==> src/common/qrw_regs.vh <==
`ifndef QRW_REGS_VH
`define QRW_REGS_VH

// ==========================================================
// opcodes
`define QRW_OP_WORD_QREAD   8'he7
`define QRW_OP_FAST_QREAD   8'heb
`define QRW_OP_FAST_READ    8'h0b
`define QRW_OP_BURST_WRAP   8'h0c
`define QRW_OP_SET_WRAP     8'h77
`define QRW_OP_SET_PARAM    8'hc0
`define QRW_OP_RST_EN       8'h66
`define QRW_OP_RST          8'h99

// ==========================================================
// field positions
`define QRW_CONT_KEY        4'ha
`define QRW_W_DIS_BIT       4
`define QRW_W_LEN_HI        6
`define QRW_W_LEN_LO        5
`define QRW_P_DUMMY_HI      5
`define QRW_P_DUMMY_LO      4
`define QRW_P_WLEN_HI       1
`define QRW_P_WLEN_LO       0

// ==========================================================
// reset values
`define QRW_RST_WRAP_DIS    1'b1
`define QRW_RST_WRAP_LEN    2'h0
`define QRW_RST_DUMMY_SEL   2'h0

// ==========================================================
// serial clock counts per phase
`define QRW_CLK_OPC_SPI     6'h08
`define QRW_CLK_OPC_QPI     6'h02
`define QRW_CLK_ADDR        6'h06
`define QRW_CLK_MODE        6'h02
`define QRW_CLK_WORD_DUMMY  6'h02
`define QRW_CLK_FQ_DUMMY    6'h04
`define QRW_CLK_SET_WRAP    6'h08
`define QRW_CLK_PARAM       6'h02
`define QRW_DUMMY_LOW       6'h04
`define QRW_DUMMY_MID       6'h06
`define QRW_DUMMY_HIGH      6'h08

// ==========================================================
// timing
`define QRW_MCLK_PERIOD_PS  5000
`define QRW_T_RST_US        30
`define QRW_RST_CYCLES      ((`QRW_T_RST_US * 1000000 + `QRW_MCLK_PERIOD_PS - 1) / `QRW_MCLK_PERIOD_PS)

`endif

==> src/hw/qrw_ctrl.v <==
`timescale 1ns/1ps
`include "qrw_regs.vh"

// Functional notes
// - word quad read needs quad enable set
// - word quad read: two dummy clocks
// - mode byte captured, upper nibble evaluated
// - mode nibble A: next frame skips opcode
// - other mode nibble: next frame needs opcode
// - wrap within aligned section until deselect
// - set-wrap refused without quad enable
// - set-wrap: opcode, 24 dummy, 8 wrap bits
// - wrap length 8/16/32/64, disable bit default set
// - wrap setting applies to later quad reads
// - qpi burst wrap read like fast read
// - qpi parameters set dummies and wrap length
// - parameter command ignored in serial mode
// - wrap length kept across mode switch
// - defaults: 8-byte wrap, 4 dummy clocks
// - software reset restores volatile defaults
// - reset only directly after reset enable
// - no command accepted during reset recovery
module qrw_ctrl #(
  parameter RESET_RECOVERY_CYCLES = `QRW_RST_CYCLES
) (
  // clock and reset
  input  wire        MCLK,
  input  wire        RESETN,
  // serial link pins
  input  wire        CS_N,
  input  wire        SCK,
  input  wire [3:0]  IO_IN,
  output reg  [3:0]  IO_OUT,
  output reg  [3:0]  IO_OE_N,
  // status inputs
  input  wire        QUAD_ENABLE,
  input  wire        QPI_MODE,
  // array read port
  output reg  [23:0] ARRAY_ADDR,
  input  wire [7:0]  ARRAY_DATA,
  output reg         ARRAY_RD,
  // configuration and state
  output reg         WRAP_DISABLE,
  output reg  [1:0]  WRAP_LENGTH,
  output reg  [1:0]  DUMMY_SELECT,
  output reg         CONT_READ,
  output reg         SW_RESET,
  output wire        RESET_BUSY
);

  // ==========================================================
  // constants
  localparam RCW = $clog2(RESET_RECOVERY_CYCLES + 1);
  localparam [RCW-1:0] RCV_LOAD = RESET_RECOVERY_CYCLES[RCW-1:0];

  localparam [3:0] ST_IDLE  = 4'h0;
  localparam [3:0] ST_OPC   = 4'h1;
  localparam [3:0] ST_ADDR  = 4'h2;
  localparam [3:0] ST_MODE  = 4'h3;
  localparam [3:0] ST_DUMMY = 4'h4;
  localparam [3:0] ST_DATA  = 4'h5;
  localparam [3:0] ST_WRAPB = 4'h6;
  localparam [3:0] ST_PARAM = 4'h7;
  localparam [3:0] ST_SKIP  = 4'h8;

  // ==========================================================
  // functions
  function [5:0] dummy_clocks;
    input [1:0] sel;
    begin
      case (sel)
        2'h2:    dummy_clocks = `QRW_DUMMY_MID;
        2'h3:    dummy_clocks = `QRW_DUMMY_HIGH;
        default: dummy_clocks = `QRW_DUMMY_LOW;
      endcase
    end
  endfunction

  function [3:0] first_state;
    input [7:0] op;
    input       quad_instruction_mode;
    input       qe;
    begin
      case (op)
        `QRW_OP_WORD_QREAD: first_state = (qe && !quad_instruction_mode) ? ST_ADDR : ST_SKIP;
        `QRW_OP_FAST_QREAD: first_state = qe ? ST_ADDR : ST_SKIP;
        `QRW_OP_FAST_READ:  first_state = quad_instruction_mode ? ST_ADDR : ST_SKIP;
        `QRW_OP_BURST_WRAP: first_state = quad_instruction_mode ? ST_ADDR : ST_SKIP;
        `QRW_OP_SET_WRAP:   first_state = qe ? ST_WRAPB : ST_SKIP;
        `QRW_OP_SET_PARAM:  first_state = quad_instruction_mode ? ST_PARAM : ST_SKIP;
        default:            first_state = ST_SKIP;
      endcase
    end
  endfunction

  function [5:0] phase_clocks;
    input [3:0] st;
    begin
      case (st)
        ST_ADDR:  phase_clocks = `QRW_CLK_ADDR;
        ST_WRAPB: phase_clocks = `QRW_CLK_SET_WRAP;
        ST_PARAM: phase_clocks = `QRW_CLK_PARAM;
        default:  phase_clocks = 6'h00;
      endcase
    end
  endfunction

  // next byte address, wrapping inside the aligned section
  function [23:0] next_addr;
    input [23:0] a;
    input        wrap;
    input [1:0]  len;
    reg   [6:0]  mask;
    reg   [23:0] inc;
    reg   [23:0] m24;
    begin
      mask = (7'h08 << len) - 7'h01;
      inc  = a + 24'h000001;
      m24  = {17'h0, mask};
      if (wrap)
        next_addr = (a & ~m24) | (inc & m24);
      else
        next_addr = inc;
    end
  endfunction

  // ==========================================================
  // pin synchronisation and edge finding
  wire [5:0] pins_sync;
  wire       s_cs_n;
  wire       s_sck;
  wire [3:0] s_io;

  qrw_sync #(
    .WIDTH (6)
  ) u_sync (
    .clk   (MCLK),
    .rst_n (RESETN),
    .d     ({CS_N, SCK, IO_IN}),
    .q     (pins_sync)
  );

  assign s_cs_n = pins_sync[5];
  assign s_sck  = pins_sync[4];
  assign s_io   = pins_sync[3:0];

  reg sck_d;
  reg cs_d;

  always @(posedge MCLK or negedge RESETN) begin
    if (!RESETN) begin
      sck_d <= 1'b1; // synchroniser resets high: no false rise
      cs_d  <= 1'b1;
    end else begin
      sck_d <= s_sck;
      cs_d  <= s_cs_n;
    end
  end

  wire sck_rise = s_sck & ~sck_d;
  wire sck_fall = ~s_sck & sck_d;
  wire cs_fall  = ~s_cs_n & cs_d;

  // ==========================================================
  // frame state
  reg [3:0]     state;
  reg [5:0]     cnt;
  reg [7:0]     cmd;
  reg [31:0]    sh;
  reg           qpi_frame;
  reg [7:0]     cont_cmd;
  reg           armed;
  reg [3:0]     byte_lo;
  reg           nib;
  reg [RCW-1:0] rcnt;

  assign RESET_BUSY = (rcnt != {RCW{1'b0}});

  wire        last    = (cnt == 6'h01);
  wire [7:0]  op_spi  = {sh[6:0], s_io[0]};
  wire [7:0]  op_qpi  = {sh[3:0], s_io};
  wire [7:0]  op_now  = qpi_frame ? op_qpi : op_spi;
  wire [3:0]  op_st   = first_state(op_now, qpi_frame, QUAD_ENABLE);
  wire [7:0]  byte_q  = {sh[3:0], s_io};
  wire [23:0] addr_q  = {sh[19:0], s_io};
  wire        is_word = (cmd == `QRW_OP_WORD_QREAD);
  wire        is_fq   = (cmd == `QRW_OP_FAST_QREAD);
  wire        is_bw   = (cmd == `QRW_OP_BURST_WRAP);
  // burst wrap always wraps; quad io reads follow the wrap setting
  wire        wrap_on = is_bw | ((is_word | is_fq) & ~WRAP_DISABLE);

  always @(posedge MCLK or negedge RESETN) begin
    if (!RESETN) begin
      state        <= ST_IDLE;
      cnt          <= 6'h00;
      cmd          <= 8'h00;
      sh           <= 32'h00000000;
      qpi_frame    <= 1'b0;
      cont_cmd     <= 8'h00;
      armed        <= 1'b0;
      byte_lo      <= 4'h0;
      nib          <= 1'b0;
      rcnt         <= {RCW{1'b0}};
      IO_OUT       <= 4'h0;
      IO_OE_N      <= 4'hf;
      ARRAY_ADDR   <= 24'h000000;
      ARRAY_RD     <= 1'b0;
      WRAP_DISABLE <= `QRW_RST_WRAP_DIS;
      WRAP_LENGTH  <= `QRW_RST_WRAP_LEN;
      DUMMY_SELECT <= `QRW_RST_DUMMY_SEL;
      CONT_READ    <= 1'b0;
      SW_RESET     <= 1'b0;
    end else begin
      ARRAY_RD <= 1'b0;
      SW_RESET <= 1'b0;
      if (RESET_BUSY)
        rcnt <= rcnt - {{(RCW-1){1'b0}}, 1'b1};
      if (s_cs_n) begin
        state   <= ST_IDLE;
        IO_OE_N <= 4'hf;
        nib     <= 1'b0;
      end else if (cs_fall) begin
        qpi_frame <= QPI_MODE;
        sh        <= 32'h00000000;
        if (RESET_BUSY) begin
          state <= ST_SKIP;
        end else if (CONT_READ) begin
          state <= ST_ADDR;
          cmd   <= cont_cmd;
          cnt   <= `QRW_CLK_ADDR;
        end else begin
          state <= ST_OPC;
          cnt   <= QPI_MODE ? `QRW_CLK_OPC_QPI : `QRW_CLK_OPC_SPI;
        end
      end else if (sck_rise) begin
        if (state == ST_OPC && !qpi_frame)
          sh <= {sh[30:0], s_io[0]};
        else
          sh <= {sh[27:0], s_io};
        if (cnt != 6'h00)
          cnt <= cnt - 6'h01;
        case (state)
          ST_OPC: begin
            if (last) begin
              cmd   <= op_now;
              armed <= (op_now == `QRW_OP_RST_EN);
              if (op_now == `QRW_OP_RST && armed) begin
                // abort everything and return to power-on values
                state        <= ST_SKIP;
                SW_RESET     <= 1'b1;
                rcnt         <= RCV_LOAD;
                CONT_READ    <= 1'b0;
                WRAP_DISABLE <= `QRW_RST_WRAP_DIS;
                WRAP_LENGTH  <= `QRW_RST_WRAP_LEN;
                DUMMY_SELECT <= `QRW_RST_DUMMY_SEL;
              end else begin
                state <= op_st;
                cnt   <= phase_clocks(op_st);
              end
            end
          end
          ST_ADDR: begin
            if (last) begin
              ARRAY_ADDR <= addr_q;
              if (is_word || is_fq) begin
                state <= ST_MODE;
                cnt   <= `QRW_CLK_MODE;
              end else begin
                state <= ST_DUMMY;
                cnt   <= dummy_clocks(DUMMY_SELECT);
              end
            end
          end
          ST_MODE: begin
            if (last) begin
              // only the upper nibble counts
              CONT_READ <= (byte_q[7:4] == `QRW_CONT_KEY);
              cont_cmd  <= cmd;
              state     <= ST_DUMMY;
              if (is_word)
                cnt <= `QRW_CLK_WORD_DUMMY;
              else if (qpi_frame)
                cnt <= dummy_clocks(DUMMY_SELECT) - `QRW_CLK_MODE;
              else
                cnt <= `QRW_CLK_FQ_DUMMY;
            end
          end
          ST_DUMMY: begin
            if (last) begin
              state <= ST_DATA;
              nib   <= 1'b0;
            end
          end
          ST_WRAPB: begin
            if (last) begin
              // bit 7 and bits 3..0 are dropped
              WRAP_DISABLE <= byte_q[`QRW_W_DIS_BIT];
              WRAP_LENGTH  <= byte_q[`QRW_W_LEN_HI:`QRW_W_LEN_LO];
              state        <= ST_SKIP;
            end
          end
          ST_PARAM: begin
            if (last) begin
              DUMMY_SELECT <= byte_q[`QRW_P_DUMMY_HI:`QRW_P_DUMMY_LO];
              WRAP_LENGTH  <= byte_q[`QRW_P_WLEN_HI:`QRW_P_WLEN_LO];
              state        <= ST_SKIP;
            end
          end
          ST_IDLE, ST_DATA, ST_SKIP: begin
            state <= state;
          end
          default: begin
            state <= ST_SKIP;
          end
        endcase
      end else if (sck_fall && state == ST_DATA) begin
        // host has released the lines by now
        IO_OE_N <= 4'h0;
        if (!nib) begin
          IO_OUT  <= ARRAY_DATA[7:4];
          byte_lo <= ARRAY_DATA[3:0];
          nib     <= 1'b1;
        end else begin
          IO_OUT     <= byte_lo;
          nib        <= 1'b0;
          ARRAY_RD   <= 1'b1;
          ARRAY_ADDR <= next_addr(ARRAY_ADDR, wrap_on, WRAP_LENGTH);
        end
      end
    end
  end

endmodule

==> src/hw/qrw_sync.v <==
`timescale 1ns/1ps
// ==========================================================
// two-stage synchroniser, stage one feeds stage two only
module qrw_sync #(
  parameter WIDTH = 1
) (
  input  wire             clk,
  input  wire             rst_n,
  input  wire [WIDTH-1:0] d,
  output reg  [WIDTH-1:0] q
);
  reg [WIDTH-1:0] meta;

  always @(posedge clk or negedge rst_n) begin
    if (!rst_n) begin
      meta <= {WIDTH{1'b1}};
      q    <= {WIDTH{1'b1}};
    end else begin
      meta <= d;
      q    <= meta;
    end
  end
endmodule

==> config.mk <==
export PLATFORM = sky130hd
export DESIGN_NAME = qrw_ctrl
export DESIGN_NICKNAME = d
export VERILOG_FILES = /design/src/hw/qrw_ctrl.v /design/src/hw/qrw_sync.v
export VERILOG_INCLUDE_DIRS = /design/src /design/src/common
export SDC_FILE = /design/constraint.sdc
export NUM_CORES = 1
export LEC_CHECK = 0
export BUFFER_PORTS_ARGS = -buffer_cell sky130_fd_sc_hd__buf_2
export CORE_ASPECT_RATIO = 0.6
export CORE_MARGIN = 2
export CORE_UTILIZATION = 40
export CTS_CLUSTER_DIAMETER = 50
export CTS_CLUSTER_SIZE = 16
export DETAILED_ROUTE_END_ITERATION = 7
export SETUP_SLACK_MARGIN = 0.2
export SYNTH_ARGS = -nofsm -noshare
export SYNTH_HDL_FRONTEND = slang
export SYNTH_HIERARCHICAL = 1
export SYNTH_SLANG_ARGS = --single-unit
==> constraint.sdc <==
create_clock -name MCLK -period 2.31 [get_ports MCLK]
set_clock_uncertainty 0.15 [all_clocks]
set_input_delay 0.231 -clock MCLK [delete_from_list [all_inputs] [get_ports MCLK]]
set_output_delay 0.231 -clock MCLK [all_outputs]
set_load 0.1 [all_outputs]
==> results.py, run 1 <==
metrics = {
    "drt": {
        "vias": 6852,
        "first_pass_iters": 5,
        "top_layer": "met4",
        "wl_met2_um": 10170,
        "vias_per_cell": 5.958,
        "ant_nets": 0,
        "wl_um": 23490,
        "drt_iter0_markers": 578,
        "drc": 0,
        "wl_per_cell_um": 20.43,
        "wirelength_met1_um": 10670,
        "dr_wl_met3_um": 2314,
    },
    "synthesis": {
        "synth_nets": 759,
        "async_flop_share_pct": 100.0,
        "synth.cell_area_um2": 6734,
        "ys_seq_area_share_pct": 43.78,
        "synth_enable_flop_cells": 0,
        "ys_warn_count": 6,
        "ys_ff_latch": 117,
        "synthFlopType": "dfrtp_1",
        "synthesis.instances": 736,
        "avgSynthCellArea_um2": 9.149,
        "synth_cell_types": 77,
    },
    "worst_setup_path": {
        "cp-startpoint": "rcnt[5]",
        "cp-start-kind": "register",
        "cp-end-kind": "output pin",
        "critPathMaxStageDelay_ns": 0.56,
        "cp.arrival_ns": 1.99,
        "reg2regPathDepth": 8,
        "timing.rr.start": "rcnt[5]",
        "cpMaxStageDelayCell": "or4_4",
        "r2r_slack_ns": -0.06,
        "cp.required_ns": 1.93,
        "criticalPathCategory": "reg2out",
        "r2r-end": "cnt[1]",
        "cp_cell_sequence": "or4_4 > nor3_4 > nand4b_4 > buf_8",
        "crit_path_max_fanout": 3,
    },
    "clock_network": {
        "clkTransAtPathRegs_ns": 0.06,
        "cts_tree": "done",
        "h-tree-depth": 4,
        "cts_max_path_buffers": 2,
        "cts.sinks": 117,
        "clk_latency_ns": 0.42,
        "cts_root_buffer": "clkbuf_16",
        "numCtsBuffers": 17,
    },
    "timing": {
        "setup_viol": 6,
        "rsz0062_at_grt": "true",
        "hold_viol": 0,
        "period_minus_slack_ns": 2.368,
        "slew_headroom_pct": 55.23,
        "worstMarginPinSlew_ns": 0.6645,
        "fin_setup_tns_ns": -0.1961,
        "max_freq_ghz": 0.4224,
        "slew_viol_final": 0,
        "fin_ws_ns": -0.05760,
        "final.period_utilization_pct": 102.5,
    },
    "power_and_ir_drop": {
        "power.density_nw_per_um2": 624.4,
        "ir_drop_v": 0.0005261,
        "leakage_nw": 4.196,
    },
    "cells_and_area": {
        "areaGrowthSynthToFinish_pct": 46.99,
        "fillers": 1338,
        "drive_gt1_share_pct": 45.12,
        "antenna_cells": 0,
        "nets": 932,
    },
    "global_route": {
        "grt_pass1_vias": 6489,
        "grt_usage_pct": 25.99,
        "grt_pass1_wl_um": 35960,
        "grt_max_degree": 46,
        "grt_overflow": 0,
        "grt_antenna_before_repair": 0,
    },
    "floorplan": {
        "die_area_um2": 17920,
        "io-pin-count": 59,
        "initial_core_util_pct": 41.18,
        "core_um2": 16350,
        "rows": 36,
        "die_w_um": 171.5,
        "die_h_um": 104.5,
    },
    "hold_path": {
        "hold_end": "qpi_frame",
        "worstHoldPathType": "in2reg",
        "min_from": "QPI_MODE",
        "whs_path_depth": 3,
    },
    "placed_design": {
        "hpwl_um": 15330,
        "portBuffers": 58,
        "globalplace.congestion": 0.9437,
        "post-place-ws_ns": -0.07274,
    },
    "run": {
        "cap_violations": 0,
    },
    "outcome": {
        "outcome": "complete, but fails checks",
        "violations": "negative setup slack",
    },
}
-- synth_stat cells, types with 3 or more instances --
cell type	count	share of area, %
a211oi_1	5	0.56
a21o_1	7	0.78
a21oi_1	43	3.2
a22oi_1	5	0.56
a2bb2oi_1	10	1.3
a31oi_1	10	0.93
a41o_1	3	0.45
and2_1	5	0.46
and3_1	9	0.84
buf_2	13	0.97
buf_4	3	0.33
clkbuf_1	30	1.7
dfrtp_1	101	38
dfstp_2	16	6.2
ha_1	5	0.93
inv_1	16	0.89
mux2_1	10	1.7
mux2_2	9	1.5
mux2i_1	32	4.8
nand2_1	87	4.8
nand2b_1	13	1.2
nand3_1	24	1.8
nand3b_1	4	0.45
nand4_1	16	1.5
nor2_1	55	3.1
nor2b_1	12	1.1
nor3_1	20	1.5
nor4_1	6	0.56
nor4b_1	7	0.91
o211ai_1	3	0.33
o21ai_0	50	3.7
o21ai_1	10	0.74
o22ai_1	13	1.2
o31a_1	5	0.65
o31ai_1	5	0.56
or3_1	4	0.37
xnor2_1	10	1.3
xor2_1	4	0.52
-- sequential cells by signal, summed over array words and instances, names as in the netlist, 2 cells and up, named ones only --
register      cells
rcnt             13
DUMMY_SELECT      2
cnt               6
cont_cmd          8
u_sync/q          6
cmd               8
u_sync/meta       6
state             4
WRAP_LENGTH       2
IO_OUT            4
ARRAY_ADDR       20
byte_lo           4
sh               20
-- layout by cell type, fill, tap and decap left out, types with 9 or more instances in the layout --
cell,n
nand2b_1,10
o21ai_1,10
dlygate4sd3_1,15
inv_1,14
dfrtp_2,17
nor2_1,43
o22ai_1,10
nor3_1,17
a21oi_1,25
mux2_4,14
buf_6,25
nand3_1,11
nor2b_1,9
clkbuf_16,17
o21ai_0,46
mux2i_1,32
buf_2,57
buf_4,98
a21oi_2,17
nand2_1,78
dfstp_2,16
nand4_1,16
nand3_2,11
dfrtp_1,76
-- final cells by class --
cell class | instances | area (µm²) | share of cell area [%]
multi-input combinational | 552 | 4334 | 43.79
sequential | 117 | 2999 | 30.30
timing repair buffer | 204 | 1608 | 16.24
clock buffer | 17 | 425.4 | 4.298
tap | 228 | 285.3 | 2.882
clock inverter | 15 | 170.2 | 1.719
inverter | 17 | 76.32 | 0.7711
-- kinds of logic (layout without fill, tap and decap cells) --
kind of cell,Yosys count,count (layout),synth area share [%]
flops,117,117,43.78
xor+xnor,14,14,1.821
simple gates,285,285,22.35
fa+ha+maj,5,5,0.9290
mux,51,51,7.934
compound gates,196,197,18.75
buf+inv,68,253,4.441
-- metal layers --
metal | vias to the layer above | track usage, %
met5 | - | 0
met4 | 0 | 6.840
met3 | 36 | 7.572
met2 | 339 | 36.29
met1 | 3430 | 38.82
li1 | 3047 | -
-- how the worst max path moves through the flow --
stage | to | slack, ns | cells past startpoint
global placement | ARRAY_ADDR[13] | -0.05 | 6
global route | cnt[1] | -0.13 | 8
CTS | RESET_BUSY | -0.05 | 4
detailed placement | cnt[1] | -0.07 | 7
finish | RESET_BUSY | -0.06 | 4
floorplan | cmd[4] | -0.39 | 6
-- through the flow --
stage / cells / hold slack, ns / util [%] / total power, mW / cell area [µm²]
finish: 1150 / 0.03245 / 60.54 / 6.180 / 9898
global placement: 1064 / 0.1299 / 48.59 / 3.165 / 7945
global route: 1150 / 0.008130 / 60.54 / 6.392 / 9898
floorplan: 736 / -0.2146 / - / 2.750 / 6889
detailed placement: 1064 / 0.1370 / 48.59 / 3.178 / 7945
CTS: 1130 / 0.001441 / 56.08 / 6.089 / 9169
-- power breakdown --
part	switching, mW	leakage (nW)	internal (mW)
Combinational	0.612	2.41	0.606
Sequential	0.106	1.49	2.13
Clock	1.11	0.287	1.62
-- worst max-delay path, delay by kind of cell (launching register included) --
kind,cells,cell delay [ns]
buffers and inverters,1,0.24
DFF,1,0.38
and+or+nand+nor,3,0.95
-- timing repair --
action	4_1_cts	5_1_grt
endpoints found under the hold margin	50	0
gates cloned	1	1
setup endpoints to repair	56	66
hold buffers	15	0
buffers inserted	18	19
pin swaps	33	68
resized for setup	77	128
Note: power is estimated with default switching activity, not from simulation.
==> run 2: changes to the inputs <==
--- a/config.mk
+++ b/config.mk
@@ -13,7 +13,8 @@
 export CTS_CLUSTER_DIAMETER = 50
 export CTS_CLUSTER_SIZE = 16
 export DETAILED_ROUTE_END_ITERATION = 7
-export SETUP_SLACK_MARGIN = 0.2
+export RECOVER_POWER = 25
+export SETUP_SLACK_MARGIN = 0.5
 export SYNTH_ARGS = -nofsm -noshare
 export SYNTH_HDL_FRONTEND = slang
 export SYNTH_HIERARCHICAL = 1
==> constraint.sdc (replaced) <==
create_clock -name MCLK -period 2.31 [get_ports MCLK]
set_clock_uncertainty 0.15 [all_clocks]
set_input_delay 0.231 -clock MCLK [delete_from_list [all_inputs] [get_ports MCLK]]
set_output_delay 0.231 -clock MCLK [all_outputs]
set_load 0.05 [all_outputs]
==> results.py, run 2 (synthesized netlist as in run 1, its figures left out) <==
metrics = {
    "timing": {
        "hold_viol": 0,
        "slew_headroom_pct": 42.23,
        "worstMarginPinSlew_ns": 0.8666,
        "fin_ws_ns": -0.005268,
        "rsz0062_at_grt": "true",
        "slew_viol_final": 0,
        "final.period_utilization_pct": 100.2,
        "hold_slack_ns": 0.2047,
        "max_freq_ghz": 0.4319,
        "setup_viol": 1,
        "period_minus_slack_ns": 2.315,
    },
    "cells_and_area": {
        "layout_commonest_cell": "buf_4",
        "layout_common_cells": "98 x buf_4, 83 x dfrtp_1, 67 x nand2_1",
        "nets": 961,
        "drive_gt1_share_pct": 47.84,
        "antenna_cells": 0,
        "stdcell_count": 1179,
        "post-route-util_pct": 64.12,
        "largest_registers": "ARRAY_ADDR x20, sh x20, rcnt x13",
        "ff_latch_area_um2": 2970,
        "multiInputGateArea_um2": 4501,
        "areaGrowthSynthToFinish_pct": 55.69,
        "fillers": 1256,
    },
    "placed_design": {
        "globalplace.congestion": 0.8836,
        "place_inst": 1050,
        "portBuffers": 58,
        "hpwl_um": 15190,
    },
    "worst_setup_path": {
        "cp.arrival_ns": 2.48,
        "crit_path_max_fanout": 5,
        "cp-end-kind": "register",
        "criticalPathCategory": "reg2reg",
        "cp-start-kind": "register",
        "r2r_slack_ns": -0.005,
        "cp.required_ns": 2.48,
    },
    "floorplan": {
        "rows": 36,
        "initial_core_util_pct": 41.18,
        "die_h_um": 104.5,
        "core_um2": 16350,
        "die_w_um": 171.5,
        "io-pin-count": 59,
        "die_area_um2": 17920,
    },
    "global_route": {
        "grt_pass1_wl_um": 37400,
        "grt_overflow": 0,
        "top_usage_layer": "met1",
        "grt_usage_pct": 27.14,
        "grt_max_degree": 55,
        "grt_antenna_before_repair": 0,
        "grt_pass1_vias": 6664,
        "grtUsageMet3_pct": 9.323,
        "use_met2_pct": 37.58,
        "use_met1_pct": 40.18,
    },
    "outcome": {
        "outcome": "complete, but fails checks",
        "violations": "negative setup slack",
    },
    "power_and_ir_drop": {
        "ir_drop_v": 0.0004644,
        "leakage_nw": 4.478,
        "power.density_nw_per_um2": 585.1,
    },
    "drt": {
        "wl_um": 24110,
        "ant_nets": 0,
        "drc": 0,
        "first_pass_iters": 5,
        "vias": 6908,
        "vias_per_cell": 5.859,
        "drt_iter0_markers": 696,
        "wl_per_cell_um": 20.45,
    },
    "clock_network": {
        "cts_tree": "done",
        "cts.sinks": 117,
        "cts_root_buffer": "clkbuf_16",
        "numCtsBuffers": 17,
        "cts_max_path_buffers": 2,
        "clk_latency_ns": 0.42,
        "clkTransAtPathRegs_ns": 0.06,
        "h-tree-depth": 4,
    },
    "hold_path": {
        "worstHoldPathType": "reg2reg",
    },
    "run": {
        "cap_violations": 0,
    },
}
-- run 2: repair_timing --
action | in CTS | in global routing
setup endpoints to repair | 102 | 100
buffers inserted | 42 | 29
resized for setup | 182 | 67
hold endpoints to repair | 45 | 0
cloned | 10 | 0
pin swaps | 65 | 58
hold buffers | 16 | 0
-- run 2: critical path, stage by stage (launching register included) --
cell and delay, ns:
dfrtp_1 0.42, buf_6 0.16, nor4bb_2 0.35, a21oi_2 0.11
or4b_4 0.51, a21oi_4 0.26, o311ai_1 0.11, and3_1 0.15
-- run 2: path summary, 6_finish.rpt --
check | from | endpoint | cells after the start
max | qpi_frame | state[3] | 7
min | u_sync/meta[2] | u_sync/q[2] | 0
max reg2reg | qpi_frame | state[3] | 7
min reg2reg | u_sync/meta[2] | u_sync/q[2] | 0
max in group asynchronous | RESETN | sh[3] | 3
min in group asynchronous | RESETN | rcnt[6] | 2
-- run 2: layout make-up --
cell class | count | share of cell area [%]
clock inverters | 9 | 1.193
inverters | 17 | 0.7280
flip-flops and latches | 117 | 28.33
multi-input cells | 554 | 42.93
clock buffers | 23 | 4.654
well taps | 228 | 2.721
repair buffers | 231 | 19.44
-- run 2: layer usage --
metal | vias up | wire length (µm) | part of all wire [%]
met5 | - | 0 | 0
li1 | 3111 | - | -
met3 | 25 | 2485 | 10
met2 | 337 | 10180 | 42
met1 | 3435 | 11200 | 46
met4 | 0 | 244 | 1.0
-- run 2: power by group --
group	switching, mW	leakage [nW]	internal, mW
combinational	0.576	2.67	0.556
clock	0.973	0.299	1.80
sequential	0.0967	1.51	2.13
total	1.65	4.48	4.49
-- run 2: per-stage QoR --
step           instance area [µm²]   TNS (ns)  worst slack (ns)  total power, mW
2_1_floorplan                 7109    -0.6286           -0.1883            2.808
3_3_place_gp                  7974          0           0.03463            3.104
3_5_place_dp                  7974   -0.01738          -0.01738            3.119
4_1_cts                       9972    -0.1142          -0.06910            6.089
5_1_grt                      10480    -0.3838          -0.08586            6.387
6_report                     10480  -0.005268         -0.005268            6.134
==> run 3: changes to the inputs <==
--- a/config.mk
+++ b/config.mk
@@ -10,11 +10,12 @@
 export CORE_ASPECT_RATIO = 0.6
 export CORE_MARGIN = 2
 export CORE_UTILIZATION = 40
+export CTS_BUF_LIST = sky130_fd_sc_hd__clkbuf_4 sky130_fd_sc_hd__clkbuf_8 sky130_fd_sc_hd__clkbuf_16
 export CTS_CLUSTER_DIAMETER = 50
 export CTS_CLUSTER_SIZE = 16
 export DETAILED_ROUTE_END_ITERATION = 7
 export RECOVER_POWER = 25
-export SETUP_SLACK_MARGIN = 0.5
+export SETUP_SLACK_MARGIN = 0.3
 export SYNTH_ARGS = -nofsm -noshare
 export SYNTH_HDL_FRONTEND = slang
 export SYNTH_HIERARCHICAL = 1
==> results.py, run 3 (synthesized netlist as in run 1, its figures left out) <==
metrics = {
    "worst_setup_path": {
        "critPathMaxStageDelay_ns": 0.50,
        "reg2regPathDepth": 7,
        "cpMaxStageDelayCell": "or4b_4",
        "cp_cell_sequence": "buf_12 > nor4bb_4 > a21oi_4 > or4b_4 > a21oi_4 > o311ai_4 > and3_1",
        "cp.required_ns": 2.46,
        "path_common_cell": "a21oi_4",
        "criticalPathCategory": "reg2reg",
        "crit_path_max_fanout": 7,
        "cp-start-kind": "register",
        "cp-end-kind": "register",
        "cp.arrival_ns": 2.52,
    },
    "floorplan": {
        "die_w_um": 171.5,
        "core_um2": 16350,
        "die_area_um2": 17920,
        "io-pin-count": 59,
        "initial_core_util_pct": 41.18,
        "rows": 36,
        "die_h_um": 104.5,
    },
    "timing": {
        "max_freq_ghz": 0.4221,
        "slew_viol_final": 0,
        "setup_viol": 8,
        "slew_headroom_pct": 39.05,
        "fin_setup_tns_ns": -0.3177,
        "period_minus_slack_ns": 2.369,
        "worstMarginPinSlew_ns": 0.9142,
        "rsz0062_at_grt": "true",
        "fin_ws_ns": -0.05926,
        "final.period_utilization_pct": 102.6,
        "hold_viol": 0,
    },
    "power_and_ir_drop": {
        "leakage_nw": 4.273,
        "swShare_pct": 28.36,
        "ir_drop_v": 0.0004641,
        "power.density_nw_per_um2": 586.6,
        "clock_power_share_pct": 43.7,
        "seqPwrFrac_pct": 37.8,
        "combPwrFrac_pct": 18.5,
        "total_power_mw": 5.917,
        "p_sw_mw": 1.678,
        "p_int_mw": 4.239,
    },
    "drt": {
        "first_pass_iters": 5,
        "wl_met2_um": 10310,
        "dr_wl_met3_um": 2313,
        "vias_per_cell": 5.895,
        "ant_nets": 0,
        "top_layer": "met4",
        "drt_iter0_markers": 705,
        "wl_um": 23650,
        "drc": 0,
        "vias": 6773,
        "wirelength_met1_um": 10750,
        "wl_per_cell_um": 20.58,
    },
    "clock_network": {
        "cts.sinks": 117,
        "clk_latency_ns": 0.42,
        "h-tree-depth": 4,
        "numCtsBuffers": 17,
        "cts_max_path_buffers": 2,
        "cts_root_buffer": "clkbuf_16",
        "clkTransAtPathRegs_ns": 0.06,
        "cts_tree": "done",
    },
    "outcome": {
        "outcome": "complete, but fails checks",
        "violations": "negative setup slack",
    },
    "global_route": {
        "grt_overflow": 0,
        "grt_max_degree": 57,
        "grt_pass1_vias": 6417,
        "grt_antenna_before_repair": 0,
        "grt_pass1_wl_um": 35800,
        "grt_usage_pct": 25.63,
    },
    "cells_and_area": {
        "multiInputGateArea_um2": 4444,
        "largest_registers": "ARRAY_ADDR x20, sh x20, rcnt x13",
        "drive_gt1_share_pct": 45.49,
        "layout_common_cells": "86 x buf_4, 84 x dfrtp_1, 74 x nand2_1",
        "layout_commonest_cell": "buf_4",
        "antenna_cells": 0,
        "ff_latch_area_um2": 2969,
        "nets": 931,
        "areaGrowthSynthToFinish_pct": 49.80,
        "fillers": 1268,
    },
    "placed_design": {
        "hpwl_um": 14890,
        "globalplace.congestion": 0.9250,
        "portBuffers": 58,
    },
    "hold_path": {
        "whs_path_depth": 0,
        "worstHoldPathType": "reg2reg",
    },
    "run": {
        "cap_violations": 0,
    },
}
run 3: cell types whose count changed in the layout (fill, tap and decap cells not counted), moves of 6 or more:
cell     previous run  this run
buf_6              40        25
o21ai_1            31        17
o22ai_2             8         1
nand2_1            67        74
o21ai_0            21        36
mux2_4             18         8
o22ai_1             5        12
mux2_2              1         7
buf_4              98        86
run 3: power groups by stage:
stage	clock (mW)	sequential, mW	combinational [mW]
after global routing	2.74	2.24	1.18
after detailed placement	0	2.25	0.825
final	2.59	2.24	1.10
after global placement	0	2.25	0.810
after CTS	2.61	2.23	0.968
after floorplan	0	2.23	0.533
run 3: cell type report:
cell class                      instances  area share [%]
Clock buffer                           22           4.713
Clock inverter                         10          0.9923
Inverter                               17          0.7566
Multi-Input combinational cell        552           44.06
Sequential cell                       117           29.43
Tap cell                              228           2.828
Timing Repair Buffer                  203           17.22
run 3: repair_timing:
action | CTS | global route
resized for setup | 117 | 119
endpoints found under the hold margin | 43 | 0
setup buffers | 29 | 17
cloned | 4 | 4
endpoints found under the setup margin | 74 | 87
pin swaps | 55 | 56
hold buffers | 16 | 0
run 3: stage by stage:
stage / instances / hold slack (ns) / util, % / cell area, µm² / setup slack, ns
floorplan: 736 / -0.2146 / - / 6925 / -0.1883
global placement: 1047 / 0.08139 / 48.02 / 7851 / -0.03407
detailed placement: 1047 / 0.08386 / 48.02 / 7851 / -0.02882
CTS: 1128 / 0.1864 / 57.45 / 9393 / -0.04646
global route: 1149 / 0.2077 / 61.69 / 10090 / -0.1136
finish: 1149 / 0.2051 / 61.69 / 10090 / -0.05926
run 3: path summary, 6_finish.rpt:
kind                                start              to  slack [ns]
max                             qpi_frame        state[3]       -0.06
min                        u_sync/meta[1]     u_sync/q[1]        0.21
max reg2reg                     qpi_frame        state[3]       -0.06
min reg2reg                u_sync/meta[1]     u_sync/q[1]        0.21
max in group asynchronous          RESETN           sh[3]        0.35
min in group asynchronous          RESETN  ARRAY_ADDR[13]        0.33
run 3: layer usage:
metal | global-route usage (%) | vias to the layer above
met5 | 0 | -
li1 | - | 3049
met2 | 34.94 | 335
met1 | 39.04 | 3364
met3 | 7.839 | 25
met4 | 6.114 | 0
run 3: critical path, delay by kind of cell, from the launching register on:
family / cells / cell delay [ns]
AND/OR/NAND/NOR: 3 / 1.01
AO/OA/AOI/OAI: 3 / 0.49
flip-flops: 1 / 0.45
buffers and inverters: 1 / 0.16
